$ cat config.mk
export PLATFORM = sky130hd
export DESIGN_NAME = clu_top
export DESIGN_NICKNAME = d
export VERILOG_FILES = /design/src/verilog/clu_pkg.sv /design/src/verilog/clu_top.sv
export VERILOG_INCLUDE_DIRS = /design/src /design/src/verilog
export SDC_FILE = /design/constraint.sdc
export NUM_CORES = 1
export LEC_CHECK = 0
export ABC_AREA = 1
export ABC_CLOCK_PERIOD_IN_PS = 2800
export BUFFER_PORTS_ARGS = -buffer_cell sky130_fd_sc_hd__buf_2
export CAP_MARGIN = 5
export CORE_MARGIN = 2
export CORE_UTILIZATION = 41
export CTS_CLUSTER_DIAMETER = 120
export DETAILED_ROUTE_END_ITERATION = 8
export GPL_TIMING_DRIVEN = 0
export HOLD_SLACK_MARGIN = 0.15
export SLEW_MARGIN = 20
export SYNTH_ARGS = -nofsm -noshare
export SYNTH_HDL_FRONTEND = slang
export SYNTH_SLANG_ARGS = --single-unit
$ cat constraint.sdc
create_clock -name sys_clk -period 2.8 [get_ports sys_clk]
set_input_delay 0.56 -clock sys_clk [delete_from_list [all_inputs] [get_ports sys_clk]]
set_output_delay 0.56 -clock sys_clk [all_outputs]
set_load 0.02 [all_outputs]
$ cat src/verilog/clu_params.svh
// register indices, field positions, reset values and bus codes of the logic unit
//
// Overview of operation
// [RULE1] run_in_standby set keeps the peripheral clock enable running in standby sleep.
// [RULE2] run_in_standby clear: clock stops in standby; clocked LUT outputs go low.
// [RULE3] Idle sleep leaves truth-table decode and LUT outputs running normally.
// [RULE4] lut_clock_select high: input 2 edges clock filter, edge detector and sequencer.
// [RULE5] run_in_standby is ignored when a LUT needs no peripheral clock.
// [RULE6] unit_control bit 0 enables the whole unit.
// [RULE7] sequencer_function_select: 0 off, 1 DFF, 2 JK, 3 D latch, 4 RS latch.
// [RULE8] edge_detect_enable, bit 7, turns on the rising-edge pulse detector.
// [RULE9] lut_clock_select, bit 6: 0 peripheral clock, 1 input 2.
// [RULE10] Shared sequencer runs on the even LUT's selected clock.
// [RULE11] output_filter_select bits 5:4: 0 none, 1 synchronizer, 2 glitch filter.
// [RULE12] pin_output_enable, bit 3, drives the LUT output onto its pin.
// [RULE13] LUT enable is bit 0 of its clock/filter control register.
// [RULE14] input1_source_select bits 7:4 decode the fifteen listed sources.
// [RULE15] input0_source_select bits 3:0 decode like input 1 with its own variants.
// [RULE16] Software uses SPI-derived inputs only with the SPI port as master.
// [RULE17] Software uses serial-port inputs only in async or sync master operation.
// [RULE18] Control, sequencer and LUT control registers reset to zero.
// [RULE19] LUT output is truth-table bit indexed by inputs 2,1,0, input 2 high.
// [RULE20] With lut_clock_select high, input 2 indexes the table as low.
// [RULE21] Filters delay two to five clocks and clear after the LUT is disabled.
// [RULE22] Sequencer data/J/set from even LUT, gate/K/reset from odd; clears when even off.
// [RULE23] Protected registers change only while their unit or LUT is disabled.
// [RULE24] Masked and reserved selector codes present a constant low.
`ifndef CLU_PARAMS_SVH
`define CLU_PARAMS_SVH

// ----------------------------------------------------------------
// register indices (byte address is four times the index)
// ----------------------------------------------------------------
`define CLU_IDX_UNIT_CTRL 4'h0
`define CLU_IDX_SEQ_CTRL 4'h1
`define CLU_IDX_LUT0_UNIT_CONTROL 4'h5
`define CLU_IDX_LUT0_SEL_LOW 4'h6
`define CLU_IDX_LUT0_SEL_HIGH 4'h7
`define CLU_IDX_LUT0_TRUTH 4'h8
`define CLU_IDX_LUT1_UNIT_CONTROL 4'h9
`define CLU_IDX_LUT1_SEL_LOW 4'hA
`define CLU_IDX_LUT1_SEL_HIGH 4'hB
`define CLU_IDX_LUT1_TRUTH 4'hC
`define CLU_IDX_STATUS 4'hD

// ----------------------------------------------------------------
// field positions and reset values
// ----------------------------------------------------------------
`define CLU_UNIT_EN_BIT 0
`define CLU_RUN_STBY_BIT 6
`define CLU_SEQ_SEL_MSB 3
`define CLU_INPUT0_SOURCE_SELECT_LSB 0
`define CLU_INPUT1_SOURCE_SELECT_LSB 4
`define CLU_INPUT2_SOURCE_SELECT_MSB 3
`define CLU_LUT_UNIT_CONTROL_MASK 8'hF9
`define CLU_REG_RESET 8'h00

// ----------------------------------------------------------------
// bus answers
// ----------------------------------------------------------------
`define CLU_RESP_OKAY 2'h0
`define CLU_RESP_SLVERR 2'h2

`endif

$ cat src/verilog/clu_pkg.sv
// types shared by the logic unit
package clu_pkg;

  typedef struct packed {
    logic [5:0] awaddr;
    logic awvalid;
    logic [31:0] wdata;
    logic [3:0] wstrb;
    logic wvalid;
    logic bready;
    logic [5:0] araddr;
    logic arvalid;
    logic rready;
  } clu_axi_req_t;

  typedef struct packed {
    logic awready;
    logic wready;
    logic bvalid;
    logic [1:0] bresp;
    logic arready;
    logic rvalid;
    logic [31:0] rdata;
    logic [1:0] rresp;
  } clu_axi_resp_t;

  // asynchronous sources; pinIn is [lut][input]
  typedef struct packed {
    logic [1:0] eventLine;
    logic [2:0] comparatorOut;
    logic [1:0] timerBWaveform;
    logic [2:0] timerAWaveform;
    logic timerDWaveformA;
    logic timerDWaveformB;
    logic serialTx;
    logic serialClk;
    logic spiMosi;
    logic spiSck;
    logic spiMiso;
    logic [1:0][2:0] pinIn;
  } clu_src_t;

  // layout matches the clock/filter control register
  typedef struct packed {
    logic edgeDetect;
    logic clkSel;
    logic [1:0] output_filter_select;
    logic pinOut;
    logic [1:0] unused;
    logic enable;
  } clu_lut_ctrl_t;

  typedef enum logic [1:0] {
    CLU_FILT_NONE = 2'h0,
    CLU_FILT_SYNC = 2'h1,
    CLU_FILT_GLITCH = 2'h2
  } clu_filt_e;

  typedef enum logic [3:0] {
    CLU_SEQ_OFF = 4'h0,
    CLU_SEQ_DFF = 4'h1,
    CLU_SEQ_JK = 4'h2,
    CLU_SEQ_LATCH = 4'h3,
    CLU_SEQ_RS = 4'h4
  } clu_seq_e;

  typedef struct packed {
    logic unitEnable;
    logic runInStandby;
    logic [3:0] sequencer_function_select;
    clu_lut_ctrl_t [1:0] lutCtrl;
    logic [1:0][7:0] selLow;
    logic [1:0][3:0] selHigh;
    logic [1:0][7:0] truth;
    clu_src_t srcMeta;
    clu_src_t srcSync;
    logic [1:0] in2Prev;
    logic [1:0][1:0] syncSh;
    logic [1:0][1:0] filtHist;
    logic [1:0] filtOut;
    logic [1:0] edgePrev;
    logic seqQ;
    logic [1:0] lutOut;
    logic [1:0] pinOe;
    logic awHeld;
    logic [3:0] awIdx;
    logic wHeld;
    logic [7:0] wData;
    logic wLane0;
    logic bValid;
    logic [1:0] bResp;
    logic rValid;
    logic [7:0] rData;
    logic [1:0] rResp;
  } clu_state_t;

endpackage : clu_pkg

$ cat src/verilog/clu_top.sv
// two-LUT configurable logic unit with AXI4-Lite register slave
//
// Added by the designer: the AXI4-Lite slave port.
`timescale 1ns/1ps
`include "clu_params.svh"

module clu_top (
  input wire logic sys_clk,
  input wire logic rst,
  input clu_pkg::clu_axi_req_t axiReq,
  output clu_pkg::clu_axi_resp_t axiResp,
  input clu_pkg::clu_src_t srcIn,
  input wire logic standbySleep,
  output logic [1:0] lutOutputPin,
  output logic [1:0] lutOutputPinOe
);
  import clu_pkg::*;

  clu_state_t st;
  clu_state_t next_st;

  // ----------------------------------------------------------------
  // source selection
  // ----------------------------------------------------------------
  function automatic logic srcPick(input logic [3:0] sel, input logic [1:0] idx,
                                   input logic lut, input clu_src_t s,
                                   input logic link, input logic fb);
    logic v;
    v = 1'b0;
    case (sel)
      4'h1: v = fb;
      4'h2: v = link;
      4'h3: v = s.eventLine[0];
      4'h4: v = s.eventLine[1];
      4'h5: v = s.pinIn[lut][idx];
      4'h6: v = s.comparatorOut[0];
      4'h7: v = s.timerBWaveform[0];
      4'h8: v = s.timerAWaveform[idx];
      4'h9: v = (idx == 2'h1) ? s.timerDWaveformB : s.timerDWaveformA;
      4'hA: v = (idx == 2'h0) ? s.serialClk : ((idx == 2'h1) ? s.serialTx : 1'b0);
      4'hB: v = (idx == 2'h0) ? s.spiSck : ((idx == 2'h1) ? s.spiMosi : s.spiMiso);
      4'hC: v = (idx != 2'h2) & s.comparatorOut[1];
      4'hD: v = (idx != 2'h2) & s.timerBWaveform[1];
      4'hE: v = (idx != 2'h2) & s.comparatorOut[2];
      default: v = 1'b0; // [RULE24]
    endcase
    return v;
  endfunction : srcPick

  // ----------------------------------------------------------------
  // per-LUT datapath
  // ----------------------------------------------------------------
  logic perEn;
  logic [1:0] in2Raw;
  logic [1:0][2:0] lutIdx;
  logic [1:0] lutRaw;
  logic [1:0] tick;
  logic [1:0] lutActive;
  logic [1:0] condOut;
  logic [1:0] edgeOut;
  logic [1:0] needsPer;
  logic [1:0] lutFinal;
  logic seqOn;

  // the peripheral clock is modelled as an enable that stops in standby unless run_in_standby is set
  assign perEn = st.unitEnable & ~(standbySleep & ~st.runInStandby); // [RULE1] [RULE2]
  assign seqOn = (st.sequencer_function_select != CLU_SEQ_OFF);

  genvar n;
  for (n = 0; n < 2; n++)
  begin : g_lut
    localparam int OTHER = 1 - n;
    logic in0;
    logic in1;
    // link reads the other LUT's registered output so that two linked LUTs
    // can never close a combinational loop
    assign in0 = srcPick(st.selLow[n][`CLU_INPUT0_SOURCE_SELECT_LSB +: 4], 2'h0, 1'(n), st.srcSync,
                         st.lutOut[OTHER], st.seqQ); // [RULE15]
    assign in1 = srcPick(st.selLow[n][`CLU_INPUT1_SOURCE_SELECT_LSB +: 4], 2'h1, 1'(n), st.srcSync,
                         st.lutOut[OTHER], st.seqQ); // [RULE14]
    assign in2Raw[n] = srcPick(st.selHigh[n], 2'h2, 1'(n), st.srcSync,
                               st.lutOut[OTHER], st.seqQ);
    assign lutIdx[n] = {in2Raw[n] & ~st.lutCtrl[n].clkSel, in1, in0}; // [RULE20]
    // decode is not gated by any sleep state
    assign lutRaw[n] = st.truth[n][lutIdx[n]]; // [RULE19] [RULE3]
    assign tick[n] = st.lutCtrl[n].clkSel ? (in2Raw[n] & ~st.in2Prev[n]) : perEn; // [RULE9] [RULE4]
    assign lutActive[n] = st.unitEnable & st.lutCtrl[n].enable; // [RULE6] [RULE13]
    always_comb
    begin
      case (st.lutCtrl[n].output_filter_select) // [RULE11]
        CLU_FILT_SYNC: condOut[n] = st.syncSh[n][1];
        CLU_FILT_GLITCH: condOut[n] = st.filtOut[n];
        default: condOut[n] = lutRaw[n];
      endcase
    end
    assign edgeOut[n] = st.lutCtrl[n].edgeDetect ? (condOut[n] & ~st.edgePrev[n])
                                                 : condOut[n]; // [RULE8]
    // only clocked stages on the peripheral clock care about standby
    assign needsPer[n] = ~st.lutCtrl[n].clkSel & ((st.lutCtrl[n].output_filter_select != 2'h0) |
                         st.lutCtrl[n].edgeDetect | ((n == 0) & seqOn)); // [RULE5]
    assign lutFinal[n] = lutActive[n] & ~(standbySleep & ~st.runInStandby & needsPer[n]) &
                         (((n == 0) & seqOn) ? st.seqQ : edgeOut[n]); // [RULE2]
  end

  // ----------------------------------------------------------------
  // register bus decode
  // ----------------------------------------------------------------
  logic [3:0] rdIdx;
  logic [7:0] rdValue;
  logic rdMapped;
  logic [1:0] protLut;
  logic protSeq;
  logic wrLut;

  assign rdIdx = axiReq.araddr[5:2];
  assign rdMapped = (rdIdx <= `CLU_IDX_STATUS);
  assign protLut = {2{st.unitEnable}} & {st.lutCtrl[1].enable, st.lutCtrl[0].enable}; // [RULE23]
  assign protSeq = protLut[0];
  // indices 5..8 belong to lut 0 and 9..C to lut 1; no single index bit splits them
  assign wrLut = (st.awIdx >= `CLU_IDX_LUT1_UNIT_CONTROL);

  always_comb
  begin
    case (rdIdx)
      `CLU_IDX_UNIT_CTRL: rdValue = 8'(({7'h00, st.runInStandby} << `CLU_RUN_STBY_BIT) |
                                       ({7'h00, st.unitEnable} << `CLU_UNIT_EN_BIT));
      `CLU_IDX_SEQ_CTRL: rdValue = {4'h0, st.sequencer_function_select};
      `CLU_IDX_LUT0_UNIT_CONTROL: rdValue = st.lutCtrl[0] & `CLU_LUT_UNIT_CONTROL_MASK;
      `CLU_IDX_LUT0_SEL_LOW: rdValue = st.selLow[0];
      `CLU_IDX_LUT0_SEL_HIGH: rdValue = {4'h0, st.selHigh[0]};
      `CLU_IDX_LUT0_TRUTH: rdValue = st.truth[0];
      `CLU_IDX_LUT1_UNIT_CONTROL: rdValue = st.lutCtrl[1] & `CLU_LUT_UNIT_CONTROL_MASK;
      `CLU_IDX_LUT1_SEL_LOW: rdValue = st.selLow[1];
      `CLU_IDX_LUT1_SEL_HIGH: rdValue = {4'h0, st.selHigh[1]};
      `CLU_IDX_LUT1_TRUTH: rdValue = st.truth[1];
      `CLU_IDX_STATUS: rdValue = {5'h00, st.seqQ, st.lutOut};
      default: rdValue = 8'h00;
    endcase
  end

  // ----------------------------------------------------------------
  // next state
  // ----------------------------------------------------------------
  always_comb
  begin
    logic doWrite;
    logic [7:0] wd;
    doWrite = 1'b0;
    wd = 8'h00;
    next_st = st;
    next_st.srcMeta = srcIn;
    next_st.srcSync = st.srcMeta;
    next_st.in2Prev = in2Raw;

    // write channel: address and data in either order, answer after both
    if (axiReq.awvalid && !st.awHeld && !st.bValid)
    begin
      next_st.awHeld = 1'b1;
      next_st.awIdx = axiReq.awaddr[5:2];
    end
    if (axiReq.wvalid && !st.wHeld && !st.bValid)
    begin
      next_st.wHeld = 1'b1;
      next_st.wData = axiReq.wdata[7:0];
      next_st.wLane0 = axiReq.wstrb[0];
    end
    if (st.awHeld && st.wHeld)
    begin
      doWrite = st.wLane0;
      wd = st.wData;
      next_st.awHeld = 1'b0;
      next_st.wHeld = 1'b0;
      next_st.bValid = 1'b1;
      next_st.bResp = (st.awIdx <= `CLU_IDX_STATUS) ? `CLU_RESP_OKAY : `CLU_RESP_SLVERR;
    end
    if (st.bValid && axiReq.bready)
    begin
      next_st.bValid = 1'b0;
    end
    if (doWrite)
    begin
      case (st.awIdx)
        `CLU_IDX_UNIT_CTRL:
        begin
          next_st.unitEnable = wd[`CLU_UNIT_EN_BIT];
          next_st.runInStandby = wd[`CLU_RUN_STBY_BIT];
        end
        `CLU_IDX_SEQ_CTRL:
          if (!protSeq) next_st.sequencer_function_select = wd[`CLU_SEQ_SEL_MSB:0]; // [RULE23] [RULE7]
        `CLU_IDX_LUT0_UNIT_CONTROL, `CLU_IDX_LUT1_UNIT_CONTROL:
        begin
          // while enabled only the enable bit itself may change
          if (!protLut[wrLut]) next_st.lutCtrl[wrLut] = wd & `CLU_LUT_UNIT_CONTROL_MASK;
          else next_st.lutCtrl[wrLut].enable = wd[0]; // [RULE23] [RULE13]
        end
        `CLU_IDX_LUT0_SEL_LOW, `CLU_IDX_LUT1_SEL_LOW:
          if (!protLut[wrLut]) next_st.selLow[wrLut] = wd;
        `CLU_IDX_LUT0_SEL_HIGH, `CLU_IDX_LUT1_SEL_HIGH:
          if (!protLut[wrLut]) next_st.selHigh[wrLut] = wd[`CLU_INPUT2_SOURCE_SELECT_MSB:0];
        `CLU_IDX_LUT0_TRUTH, `CLU_IDX_LUT1_TRUTH:
          if (!protLut[wrLut]) next_st.truth[wrLut] = wd;
        // keeps the response already chosen above
        default: ;
      endcase
    end

    // read channel: one cycle from address to data
    if (axiReq.arvalid && !st.rValid)
    begin
      next_st.rValid = 1'b1;
      next_st.rData = rdValue;
      next_st.rResp = rdMapped ? `CLU_RESP_OKAY : `CLU_RESP_SLVERR;
    end
    else if (st.rValid && axiReq.rready)
    begin
      next_st.rValid = 1'b0;
    end

    // filter and edge stages advance on their own selected clock
    for (int i = 0; i < 2; i++)
    begin
      if (!lutActive[i])
      begin
        next_st.syncSh[i] = 2'h0; // [RULE21]
        next_st.filtHist[i] = 2'h0;
        next_st.filtOut[i] = 1'b0;
        next_st.edgePrev[i] = 1'b0;
      end
      else if (tick[i])
      begin
        next_st.syncSh[i] = {st.syncSh[i][0], lutRaw[i]}; // [RULE21] [RULE4]
        next_st.filtHist[i] = {st.filtHist[i][0], st.syncSh[i][1]};
        // a level must hold for three samples before the filter passes it
        if ((st.filtHist[i] == {2{st.syncSh[i][1]}}))
          next_st.filtOut[i] = st.syncSh[i][1];
        next_st.edgePrev[i] = condOut[i]; // [RULE8]
      end
      next_st.lutOut[i] = lutFinal[i];
      next_st.pinOe[i] = lutActive[i] & st.lutCtrl[i].pinOut; // [RULE12]
    end

    // shared sequencer, clocked by the even LUT only
    if (!lutActive[0])
      next_st.seqQ = 1'b0; // [RULE22]
    else if (tick[0]) // [RULE10]
    begin
      case (st.sequencer_function_select) // [RULE7] [RULE22]
        CLU_SEQ_DFF, CLU_SEQ_LATCH: if (edgeOut[1]) next_st.seqQ = edgeOut[0];
        CLU_SEQ_JK: next_st.seqQ = (edgeOut[0] & ~st.seqQ) | (~edgeOut[1] & st.seqQ);
        // both set and reset high is forbidden; it holds here
        CLU_SEQ_RS: if (edgeOut[0] != edgeOut[1]) next_st.seqQ = edgeOut[0];
        default: next_st.seqQ = 1'b0;
      endcase
    end
  end

  always_ff @(posedge sys_clk)
  begin
    if (rst)
      st <= '0; // [RULE18]
    else
      st <= next_st;
  end

  // ----------------------------------------------------------------
  // outputs
  // ----------------------------------------------------------------
  assign axiResp.awready = ~st.awHeld & ~st.bValid;
  assign axiResp.wready = ~st.wHeld & ~st.bValid;
  assign axiResp.bvalid = st.bValid;
  assign axiResp.bresp = st.bResp;
  assign axiResp.arready = ~st.rValid;
  assign axiResp.rvalid = st.rValid;
  assign axiResp.rdata = {24'h000000, st.rData};
  assign axiResp.rresp = st.rResp;
  assign lutOutputPin = st.lutOut;
  assign lutOutputPinOe = st.pinOe;
endmodule : clu_top
After elaboration in Yosys (flattened, before gate mapping)
Cells that the tools add are included.
{"block": "totals", "rom_bits": 0, "output_inout_bits": 45, "ram_bits": 0, "register_bits": 156, "in_bits": 79, "latchBits": 0, "memories": 0, "word_cells": 312}
{"block": "op_classes", "bitwise": 50, "n_eq_ne": 108, "mul": 0, "shift": 0, "add_sub_neg": 0, "n_div": 0, "magnitude_cmp": 7, "reduce_logical": 37, "n_mux": 41}
{"operator": "$eq A4 B4 Y1 const B", "n": 45}
{"operator": "$eq A4 B3 Y1 const B", "n": 31}
{"operator": "$pmux W8 S11", "n": 1}
{"operator": "$bwmux W16", "n": 4}
{"operator": "$eq A4 B2 Y1 const B", "n": 14}
{"operator": "$pmux W1 S14", "n": 4}
{"operator": "$eq A4 B1 Y1 const B", "n": 9}
{"operator": "$and A1 B1 Y1", "n": 24}
{"operator": "$not A1 Y1", "n": 20}
{"operator": "$pmux W1 S10", "n": 2}
{"operator": "$reduce_or A2 Y1", "n": 9}
{"operator": "$demux W8 S1", "n": 2}
{"operator": "$mux W16", "n": 1}
{"operator": "$mux W8", "n": 2}
{"operator": "$mux W1", "n": 15}
{"operator": "$reduce_and A3 Y1", "n": 5}
{"operator": "$logic_and A1 B1 Y1", "n": 9}
{"operator": "$bwmux W8", "n": 1}
{"operator": "$le A4 B4 Y1 const B", "n": 2}
{"operator": "$logic_not A4 Y1", "n": 2}
{"operator": "$lt A3 B4 Y1 const B", "n": 2}
{"operator": "$reduce_and A2 Y1", "n": 4}
{"operator": "$or A7 B1 Y7", "n": 1}
{"operator": "$bmux W1 S3", "n": 2}
{"operator": "18 further kinds", "n": 32}

Longest topological paths before layout
Gate-level depths: netlist of the first run.
{"block": "depth", "ltp_word": 12, "ltp_mapped": 19, "mapped_depth_nobuf": 18}

Least setup slack after synthesis of the first run
Ideal clock, no wire load.
{"block": "synth_timing", "kind": "register -> register", "from": "reg st[28] in the netlist's numbering", "to": "reg st[137] in the netlist's numbering", "period_less_slack_ps": 1753, "t_required_ps": 2680, "arrival_time_ps": 1633, "path_stages_with_launch": 12, "path_buffers": 0, "setup_ps": 120, "slack_ps": 1047, "cell_sequence": "dfxtp_1 -> nand2_1 -> inv_1 -> nand2_1 -> nor4_1 -> inv_1 -> nor2_1 -> inv_1 -> nor2_1 -> clkinv_1 -> o21ai_0 -> a21oi_1"}
{"block": "synth_via", "elab_chain_cells": 4, "elab_cells_between_ends": 6, "cone_classes": "mux: 4; reduce/logical: 2"}
{"item": "start: declaration", "line": "clu_top.sv:19", "text": "clu_state_t st;"}
{"item": "start signal: assignment", "line": "clu_top.sv:262", "text": "st <= next_st;"}
{"item": "$logic_and A1 B1 Y1 *", "line": "clu_top.sv:167", "text": "if (st.awHeld && st.wHeld)"}
{"item": "$mux W8", "line": "clu_top.sv:167"}
{"item": "$bwmux W16 (no source line)"}
{"item": "$mux W16", "line": "clu_top.sv:193", "text": "if (!protLut[wrLut]) next_st.lutCtrl[wrLut] = wd & `CLU_LUT_UNIT_CONTROL_MASK;"}
Every way passes the cells marked *; elsewhere a longest branch is shown, timed or not.
A chain may end at the register's enable or synchronous reset.

Worst setup path after layout of the first run
{"block": "layout_timing", "from": "reg st[25] in the netlist's numbering", "to": "reg st[100] in the netlist's numbering"}
{"block": "layout_via", "elab_chain_cells": 6, "elab_cells_between_ends": 14, "cone_classes": "order compare: 3; eq/ne: 2; mux: 5; bitwise: 1; reduce/logical: 3"}
{"item": "$ge A4 B4 Y1 (no source line)"}
{"item": "$lt A1 B2 Y1 (implied by the code) / $ge A1 B1 Y1 (equally long branches)", "line": "clu_top.sv:201", "text": "if (!protLut[wrLut]) next_st.truth[wrLut] = wd;"}
{"item": "$logic_and A1 B1 Y1 (implied by the code)", "line": "clu_top.sv:201"}
{"item": "$mux W8 (implied by the code)", "line": "clu_top.sv:201"}
{"item": "$demux W8 S1", "line": "clu_top.sv:201"}
{"item": "$bwmux W16", "line": "clu_top.sv:201"}
Parallel ways exist; a longest one is shown, timed or not. The select of a mux whose other input is x is not followed.

==> out/results.ini, run 1 <==
[clocking]
root_buffer = clkbuf_16
clock_tree.buffer_depth = 2
postCtsSetupBuffers = 0
cts_resized = 0
clkSinkCount = 150
cts_max_level = 4
cts_tree = yes
clk_pin_slew_ns = 0.06
cts_made_buffers = 17
ctsHoldBuffers = 0
clk_latency_ns = 0.43

[final_layout]
diodes = 0
drive_gt1_frac = 0.150
stdcell_area_mm2 = 0.00858
syn2layout_area_growth_pct = 18.5
fill_cells = 1815
fin_cells = 1391
nNetsFinal = 1238

[sta]
hold_viol_final = 0
max_slew_margin = 0.412
rsz0062_at_grt = no
fin_crit_sh = 0.816
drv_slew = 0
setup_tns_ns = 0
fin_skew_ns = 0.00909
timing.fmax_mhz = 438
hold_ws_ns = 0.313
min_period_ns = 2.28
setup_violations = 0
tightestPinTransition_ns = 0.879

[yosys]
synth_top_area_share = 0.415
synth_area_leaders = dfxtp_1 (41%), inv_1 (9.1%), nand2_1 (8.0%), nor2_1 (7.4%), a21oi_1 (5.7%)
yosysSeqAreaShare = 0.415
yosysWarnings = 0
synth.ff_latch_count = 150
synth_cell_types = 39
syn_area_mm2 = 0.00724
synth_area_per_cell_um2 = 6.95
syn-instance-count = 1043
synth_top_area_cell = dfxtp_1

[drt]
wl_um = 20400
ant_nets = 0
vias = 6850
wl_per_cell_um = 14.6
post-route-drc-count = 0
firstDrtPassIters = 5
drt_iter0_drc = 544
viasPerCell = 4.92

[grt]
overflow = 0
grt_pass1_wl_um = 31900
track_usage = 0.225
grt_pass1_vias = 6104
grt_max_degree = 17
antenna_found_initial = 0

[setup_path]
cp-end-kind = register
crit_start = st[25]$_SDFFE_PP0P_
cp-start-kind = register
worstSetupPathType = reg -> reg
reg2reg_to = st[100]$_SDFFE_PP0P_
worstPathRequired_ns = 3.10
ff2ff_path_depth = 10
cp.arrival_ns = 2.59
ff2ff_setup_slack_ns = 0.52
rr_startpoint = st[25]$_SDFFE_PP0P_
cp-endpoint = st[100]$_SDFFE_PP0P_
path_max_fanout = 10

[outcome]
status = finished, final reports clean

[placement]
placedInstanceArea_mm2 = 0.00795
dp.cells = 1359
numPortBuffers = 66
place_congestion = 0.949
dp_hpwl_um = 15800

[pwr]
leakage_nw = 3.89
p_per_area_mw_per_mm2 = 581
peakVddDrop_v = 0.000439

[floorplan]
core_mm2 = 0.0173
rows = 48
die_w_um = 137
start_util = 0.419
dieArea_mm2 = 0.0187
io_pins = 124
die_y_um = 137

[min_path]
hp-class = in -> reg

[flow_run]
maxCapViolCount = 0

per-layer routing:
layer | GRT usage | up-vias | part of all wire
met5 | 0 | - | 0
met4 | 0.0899 | 0 | 0.030
met3 | 0.0578 | 40 | 0.081
met2 | 0.344 | 259 | 0.43
met1 | 0.304 | 3041 | 0.46
li1 | - | 3510 | -
through the flow:
stage	total power [mW]	utilization	setup WS, ns
6_report	4.99	0.496	0.516
5_1_grt	5.17	0.496	0.225
4_1_cts	5.03	0.496	0.534
3_5_place_dp	2.59	0.460	0.473
3_3_place_gp	2.59	0.460	0.513
2_1_floorplan	2.49	-	1.05
sequential cells by signal, indices dropped and copies added (netlist names), named ones only:
name and cells:
next_st 23, lutOutputPinOe 2, st 109, lutOutputPin 2, axiResp 12
power by group:
group / total, mW / switching, mW / internal [mW]
sequential: 2.23 / 0.0339 / 2.19
combinational: 0.323 / 0.211 / 0.112
clock: 2.44 / 0.904 / 1.54
cell families (layout without fill, tap and decap cells):
group,count (synthesis),in the layout,synth area share
buffers and inverters,252,350,0.154
and+or+nand+nor,416,416,0.250
other,1,26,0.000518
adders and majority gates,6,6,0.0104
DFF,150,150,0.415
AOI/OAI and AO/OA,218,218,0.170
cell usage in the layout, fill, tap and decap left out, types with 44 or more instances in the layout:
cell and count:
a21oi_1 82, o21ai_0 75, nand3_1 81, nand2_1 154
inv_1 176, buf_2 69, dfxtp_1 150, buf_4 44
nor2_1 143
final cells by class:
| class | instances | area (µm²) | area share |
|---|---|---|---|
| clock inverters | 12 | 175 | 0.0204 |
| clock buffers | 20 | 457 | 0.0532 |
| repair buffers | 66 | 330 | 0.0385 |
| inverters | 188 | 706 | 0.0822 |
| multi-input cells | 666 | 3220 | 0.375 |
| flip-flops and latches | 150 | 3000 | 0.350 |
| plain buffers | 64 | 409 | 0.0477 |
| well taps | 225 | 282 | 0.0328 |
worst min path at each step:
stage	from	to	slack, ns	depth (start not counted)
after global routing	axiReq[8]	axiResp[38]$_SDFFE_PP0P_	0.31	2
final	axiReq[8]	axiResp[38]$_SDFFE_PP0P_	0.31	2
after CTS	axiReq[8]	axiResp[38]$_SDFFE_PP0P_	0.30	2
after global placement	next_st[52]$_SDFF_PP0_	st[52]$_SDFF_PP0_	0.39	2
after floorplan	next_st[48]$_SDFF_PP0_	st[48]$_SDFF_PP0_	0.39	2
after detailed placement	next_st[58]$_SDFF_PP0_	st[58]$_SDFF_PP0_	0.39	2
synthesized netlist by cell type:
master,number
a2111oi_0,1
a211oi_1,7
a21boi_0,1
a21boi_1,1
a21oi_1,82
a221oi_1,4
a311oi_1,1
buf_1,4
buf_2,3
buf_4,44
clkbuf_1,13
clkinv_1,3
conb_1,1
dfxtp_1,150
ha_1,6
inv_1,176
inv_2,9
nand2_1,154
nand2_2,3
nand3_1,81
nand3_2,9
nand4_1,7
nand4_2,1
nor2_1,143
nor2_2,2
nor2_4,5
nor3_1,7
nor4_1,4
o211ai_1,5
o21a_1,2
o21ai_0,75
o21ai_1,1
o21ai_2,1
o21ai_4,1
o21bai_1,1
o221ai_1,2
o22ai_1,26
o31ai_1,3
o41ai_1,4
critical path, stage by stage (launching register included):
cell,delay (ns)
dfxtp_1,0.45
nor2_2,0.11
o21ai_4,0.26
nand2_1,0.10
o21ai_1,0.09
nand2_1,0.09
inv_2,0.08
nand4_1,0.33
clkbuf_1,0.36
o21ai_0,0.23
a21oi_1,0.05
(Power assumes the default switching activity.)
==> run 2: changes to the inputs <==
- ABC_CLOCK_PERIOD_IN_PS: 2800 -> 1900
- clock period: 2.8 -> 1.9 ns (I/O delays scaled with it)
==> out/results.ini, run 2 (synthesis results as in run 1) <==
[outcome]
status = complete, but fails checks
violations = setup timing

[pwr]
p_per_area_mw_per_mm2 = 784
power_mw = 7.44
leakage_nw = 4.19
p_comb_frac = 0.074
peakVddDrop_v = 0.000659
switchingPower_mw = 1.73
seq_power_share = 0.441
power_switching_share = 0.233
p_int_mw = 5.70
clkPwrFrac = 0.485

[floorplan]
io_pins = 124
die_w_um = 137
start_util = 0.419
die_y_um = 137
core_mm2 = 0.0173
rows = 48
dieArea_mm2 = 0.0187

[final_layout]
final_cell_mix = inv_1 (157), nand2_1 (128), nor2_1 (126), dfxtp_1 (126), a21oi_1 (80)
nNetsFinal = 1282
syn2layout_area_growth_pct = 30.8
diodes = 0
top_register = st
fill_cells = 1731
final_common_cell = inv_1
multi_input_area_mm2 = 0.00363
seq_area_mm2 = 0.00305
drive_gt1_frac = 0.264
stdcell_area_mm2 = 0.00948
largest_register_ffs = 109
fin_util = 0.548

[placement]
place_congestion = 0.949
dp_hpwl_um = 15800
numPortBuffers = 66
dp_slack_ns = -0.351
placedInstanceArea_mm2 = 0.00795

[sta]
setup_tns_ns = -0.615
max_slew_margin = 0.361
rsz0062_at_grt = yes
hold_viol_final = 0
timing.fmax_mhz = 479
setup_violations = 6
drv_slew = 0
fin_crit_sh = 1.10
tightestPinTransition_ns = 0.955
min_period_ns = 2.09
fin_skew_ns = 0.00668
final.setup.worst_slack_ns = -0.187

[grt]
grt_pass1_vias = 6417
antenna_found_initial = 0
overflow = 0
grt_max_degree = 17
track_usage = 0.237
grt_pass1_wl_um = 33500

[drt]
vias = 7126
drt_iter0_drc = 594
firstDrtPassIters = 6
post-route-drc-count = 0
wl_per_cell_um = 15.2
ant_nets = 0
wl_um = 21800
viasPerCell = 4.97

[setup_path]
cp-start-kind = register
cp.arrival_ns = 2.41
critPathMostFrequentCell = nand3_2
path_cells = buf_6 -> inv_4 -> nand3_2 -> nand2_1 -> nand2_1 -> nand2_2 -> nor2_4 -> buf_6 -> nand3_2 -> nand3_2 -> nand3_4 -> nand3_4 -> nand3_4 -> nand2_2 -> nand3_2 -> a21oi_2 -> nor2_1
cp_slowest_cell = dfxtp_2
critical-path-max-stage-delay_ns = 0.36
worstPathRequired_ns = 2.22
path_max_fanout = 5
cp-end-kind = register
worstSetupPathType = reg -> reg

[clocking]
cts_made_buffers = 17
clk_latency_ns = 0.43
cts_max_level = 4
cts_tree = yes
root_buffer = clkbuf_16
clkSinkCount = 150
clock_tree.buffer_depth = 2
clk_pin_slew_ns = 0.06

[flow_run]
maxCapViolCount = 0

[min_path]
hp-class = in -> reg

## run 2: worst paths after layout
path,cells past startpoint,start,slack [ns],end
max reg2reg,17,st[126]$_SDFFE_PP0P_,-0.19,st[33]$_SDFFE_PP0P_
max,17,st[126]$_SDFFE_PP0P_,-0.19,st[33]$_SDFFE_PP0P_
min reg2reg,2,next_st[64]$_SDFF_PP0_,0.39,st[64]$_SDFF_PP0_
min,3,srcIn[20],0.16,next_st[68]$_SDFF_PP0_
## run 2: cell type report
class	count	area share
timing repair buffer	109	0.0752
inverter	188	0.0766
tap	225	0.0297
clock inverter	12	0.0185
clock buffer	20	0.0482
multi-input combinational	666	0.383
buffer	64	0.0465
timing repair inverter	1	0.000396
sequential	150	0.322
## run 2: repair_timing
| action | CTS | global route |
|---|---|---|
| gates resized for setup | 88 | 102 |
| setup buffers | 13 | 10 |
| hold buffers | 19 | 0 |
| cloned | 3 | 0 |
| setup endpoints to repair | 48 | 61 |
| endpoints found under the hold margin | 19 | 0 |
| pin swaps | 27 | 22 |
## run 2: worst max-delay path, delay by kind of cell (launching register included)
kind                   cells  cell delay [ns]
AND/OR/NAND/NOR           13             1.18
flip-flops                 1             0.36
buffers and inverters      3             0.33
AO/OA/AOI/OAI              1             0.12
## run 2: per-layer routing
| metal | part of all wire | up-vias | routed length, µm | track usage |
|---|---|---|---|---|
| li1 | - | 3607 | - | - |
| met1 | 0.44 | 3199 | 9640 | 0.311 |
| met2 | 0.45 | 279 | 9800 | 0.373 |
| met3 | 0.081 | 41 | 1760 | 0.0593 |
| met4 | 0.028 | 0 | 617 | 0.0905 |
| met5 | 0 | - | 0 | 0 |
## run 2: power by group through the flow
stage / clock network, mW / logic, mW / registers (mW)
global route: 3.78 / 0.616 / 3.29
finish: 3.60 / 0.553 / 3.28
detailed placement: 0 / 0.474 / 3.35
CTS: 3.65 / 0.515 / 3.28
global placement: 0 / 0.473 / 3.35
floorplan: 0 / 0.337 / 3.33
## run 2: metrics by stage
stage | instances | hold WS (ns)
after floorplan | 1068 | 0.388
after global placement | 1359 | 0.392
after detailed placement | 1359 | 0.393
after CTS | 1426 | 0.151
after global routing | 1435 | 0.158
final | 1435 | 0.157
==> run 3: changes to the inputs <==
- CORE_ASPECT_RATIO: not set -> 1.75
==> out/results.ini, run 3 (synthesis results as in run 1) <==
[grt]
grt_pass1_wl_um = 37100
antenna_found_initial = 0
overflow = 0
grt_max_degree = 17
grt_pass1_vias = 6915
track_usage = 0.260

[clocking]
cts_tree = yes
clk_latency_ns = 0.44
root_buffer = clkbuf_16
cts_made_buffers = 17
clk_pin_slew_ns = 0.06
cts_max_level = 4
clkSinkCount = 150
clock_tree.buffer_depth = 2

[final_layout]
final_common_cell = inv_1
drive_gt1_frac = 0.279
nNetsFinal = 1281
fin_util = 0.549
largest_register_ffs = 109
syn2layout_area_growth_pct = 31.7
top_register = st
stdcell_area_mm2 = 0.00954
fin_cells = 1440
final_cell_mix = inv_1 (158), nor2_1 (125), nand2_1 (123)
diodes = 0

[min_path]
whs_endpoint = next_st[61]$_SDFF_PP0_
hp-class = in -> reg
hold_depth = 3
hold_path_startpoint = srcIn[13]

[sta]
hold_viol_final = 0
max_slew_margin = 0.452
drv_slew = 0
fin_skew_ns = 0.0125
rsz0062_at_grt = yes
setup_tns_ns = -0.397
setup_violations = 6
tightestPinTransition_ns = 0.819
min_period_ns = 2.05
final.setup.worst_slack_ns = -0.152
timing.fmax_mhz = 487
fin_crit_sh = 1.08

[pwr]
p_per_area_mw_per_mm2 = 811
p_int_mw = 6.00
switchingPower_mw = 1.74
clkPwrFrac = 0.501
p_comb_frac = 0.073
leakage_nw = 4.25
power_switching_share = 0.224
peakVddDrop_v = 0.000619
seq_power_share = 0.425

[placement]
dp_slack_ns = -0.440
place_congestion = 1.03
placedInstanceArea_mm2 = 0.00796
dp_hpwl_um = 18300
numPortBuffers = 66
dp.cells = 1365

[flow_run]
maxCapViolCount = 0

[setup_path]
rr_startpoint = st[118]$_SDFFE_PP0P_
critPathMostFrequentCell = nand3_2
ff2ff_setup_slack_ns = -0.15
cp-start-kind = register
ff2ff_path_depth = 19
worstSetupPathType = reg -> reg
cp.arrival_ns = 2.43
reg2reg_to = st[33]$_SDFFE_PP0P_
critical-path-max-stage-delay_ns = 0.36
critical-path-top-delay-family = simple AND/OR/NAND/NOR gates
worstPathRequired_ns = 2.28
cp-end-kind = register
path_buf_inv = 3
path_cells = buf_6 -> inv_4 -> nand3_2 -> nand2_1 -> nand2_1 -> nand2_2 -> nor2_4 -> nand2_4 -> nand2_2 -> nand3_2 -> nand3_2 -> nand3_2 -> nand3_4 -> inv_2 -> nand2_2 -> nand3_2 -> nand3_2 -> nand2_1 -> nor2_1
cp_slowest_cell = dfxtp_2
path_max_fanout = 5

[drt]
viasPerCell = 5.09
post-route-drc-count = 0
wl_per_cell_um = 17.1
vias = 7329
ant_nets = 0
wl_um = 24600
firstDrtPassIters = 5
drt_iter0_drc = 459

[outcome]
status = complete, but fails checks
violations = setup timing

[floorplan]
io_pins = 124
core_mm2 = 0.0174
rows = 64
die_y_um = 180
start_util = 0.417
die_w_um = 104
dieArea_mm2 = 0.0188

run 3: area by class of cell:
class | instances | area, µm²
plain buffers | 64 | 438
clock buffers | 23 | 478
clock inverters | 9 | 195
fillers | 1747 | 7840
inverters | 188 | 728
multi-input cells | 666 | 3660
flip-flops and latches | 150 | 3060
well taps | 231 | 289
repair buffers | 108 | 693
repair inverters | 1 | 3.75
run 3: worst reg2reg max path: stages, from the launching register on:
cell and delay, ns:
dfxtp_2 0.36, buf_6 0.14, inv_4 0.05, nand3_2 0.05, nand2_1 0.06, nand2_1 0.08
nand2_2 0.06, nor2_4 0.20, nand2_4 0.10, nand2_2 0.09, nand3_2 0.07, nand3_2 0.11
nand3_2 0.11, nand3_4 0.11, inv_2 0.05, nand2_2 0.05, nand3_2 0.09, nand3_2 0.08
nand2_1 0.05, nor2_1 0.10
run 3: per-stage QoR:
step	total power [mW]	hold WS, ns
finish	7.74	0.157
floorplan	3.67	0.388
global route	7.98	0.160
detailed placement	3.84	0.392
CTS	7.74	0.152
global placement	3.83	0.389
run 3: what timing repair did:
item	4_1_cts	5_1_grt
pin swaps	18	48
resized for setup	81	122
hold endpoints to repair	17	0
hold buffers	17	0
endpoints found under the setup margin	57	57
gates cloned	3	0
setup buffers	11	12
run 3: how the worst max path moves through the flow:
stage | start | to | slack (ns) | cells past startpoint
6_report | st[118]$_SDFFE_PP0P_ | st[33]$_SDFFE_PP0P_ | -0.15 | 19
5_1_grt | st[126]$_SDFFE_PP0P_ | st[33]$_SDFFE_PP0P_ | -0.32 | 19
4_1_cts | st[118]$_SDFFE_PP0P_ | st[33]$_SDFFE_PP0P_ | -0.11 | 19
3_5_place_dp | st[23]$_SDFFE_PP0P_ | st[138]$_SDFFE_PP0P_ | -0.44 | 11
3_3_place_gp | st[23]$_SDFFE_PP0P_ | st[138]$_SDFFE_PP0P_ | -0.44 | 11
2_1_floorplan | st[28]$_SDFFE_PP0P_ | st[137]$_SDFFE_PP0P_ | 0.15 | 11
run 3: power by group through the flow:
stage,Combinational [mW],Sequential (mW),Clock (mW)
after detailed placement,0.484,3.35,0
after CTS,0.528,3.29,3.92
after global placement,0.482,3.35,0
final,0.568,3.29,3.88
after floorplan,0.337,3.33,0
after global routing,0.624,3.30,4.05
run 3: per-layer routing:
metal,global-route usage,up-vias,share of wire
li1,-,3611,-
met3,0.0352,74,0.036
met1,0.258,3423,0.35
met4,0.183,0,0.064
met2,0.488,221,0.55
met5,0,-,0
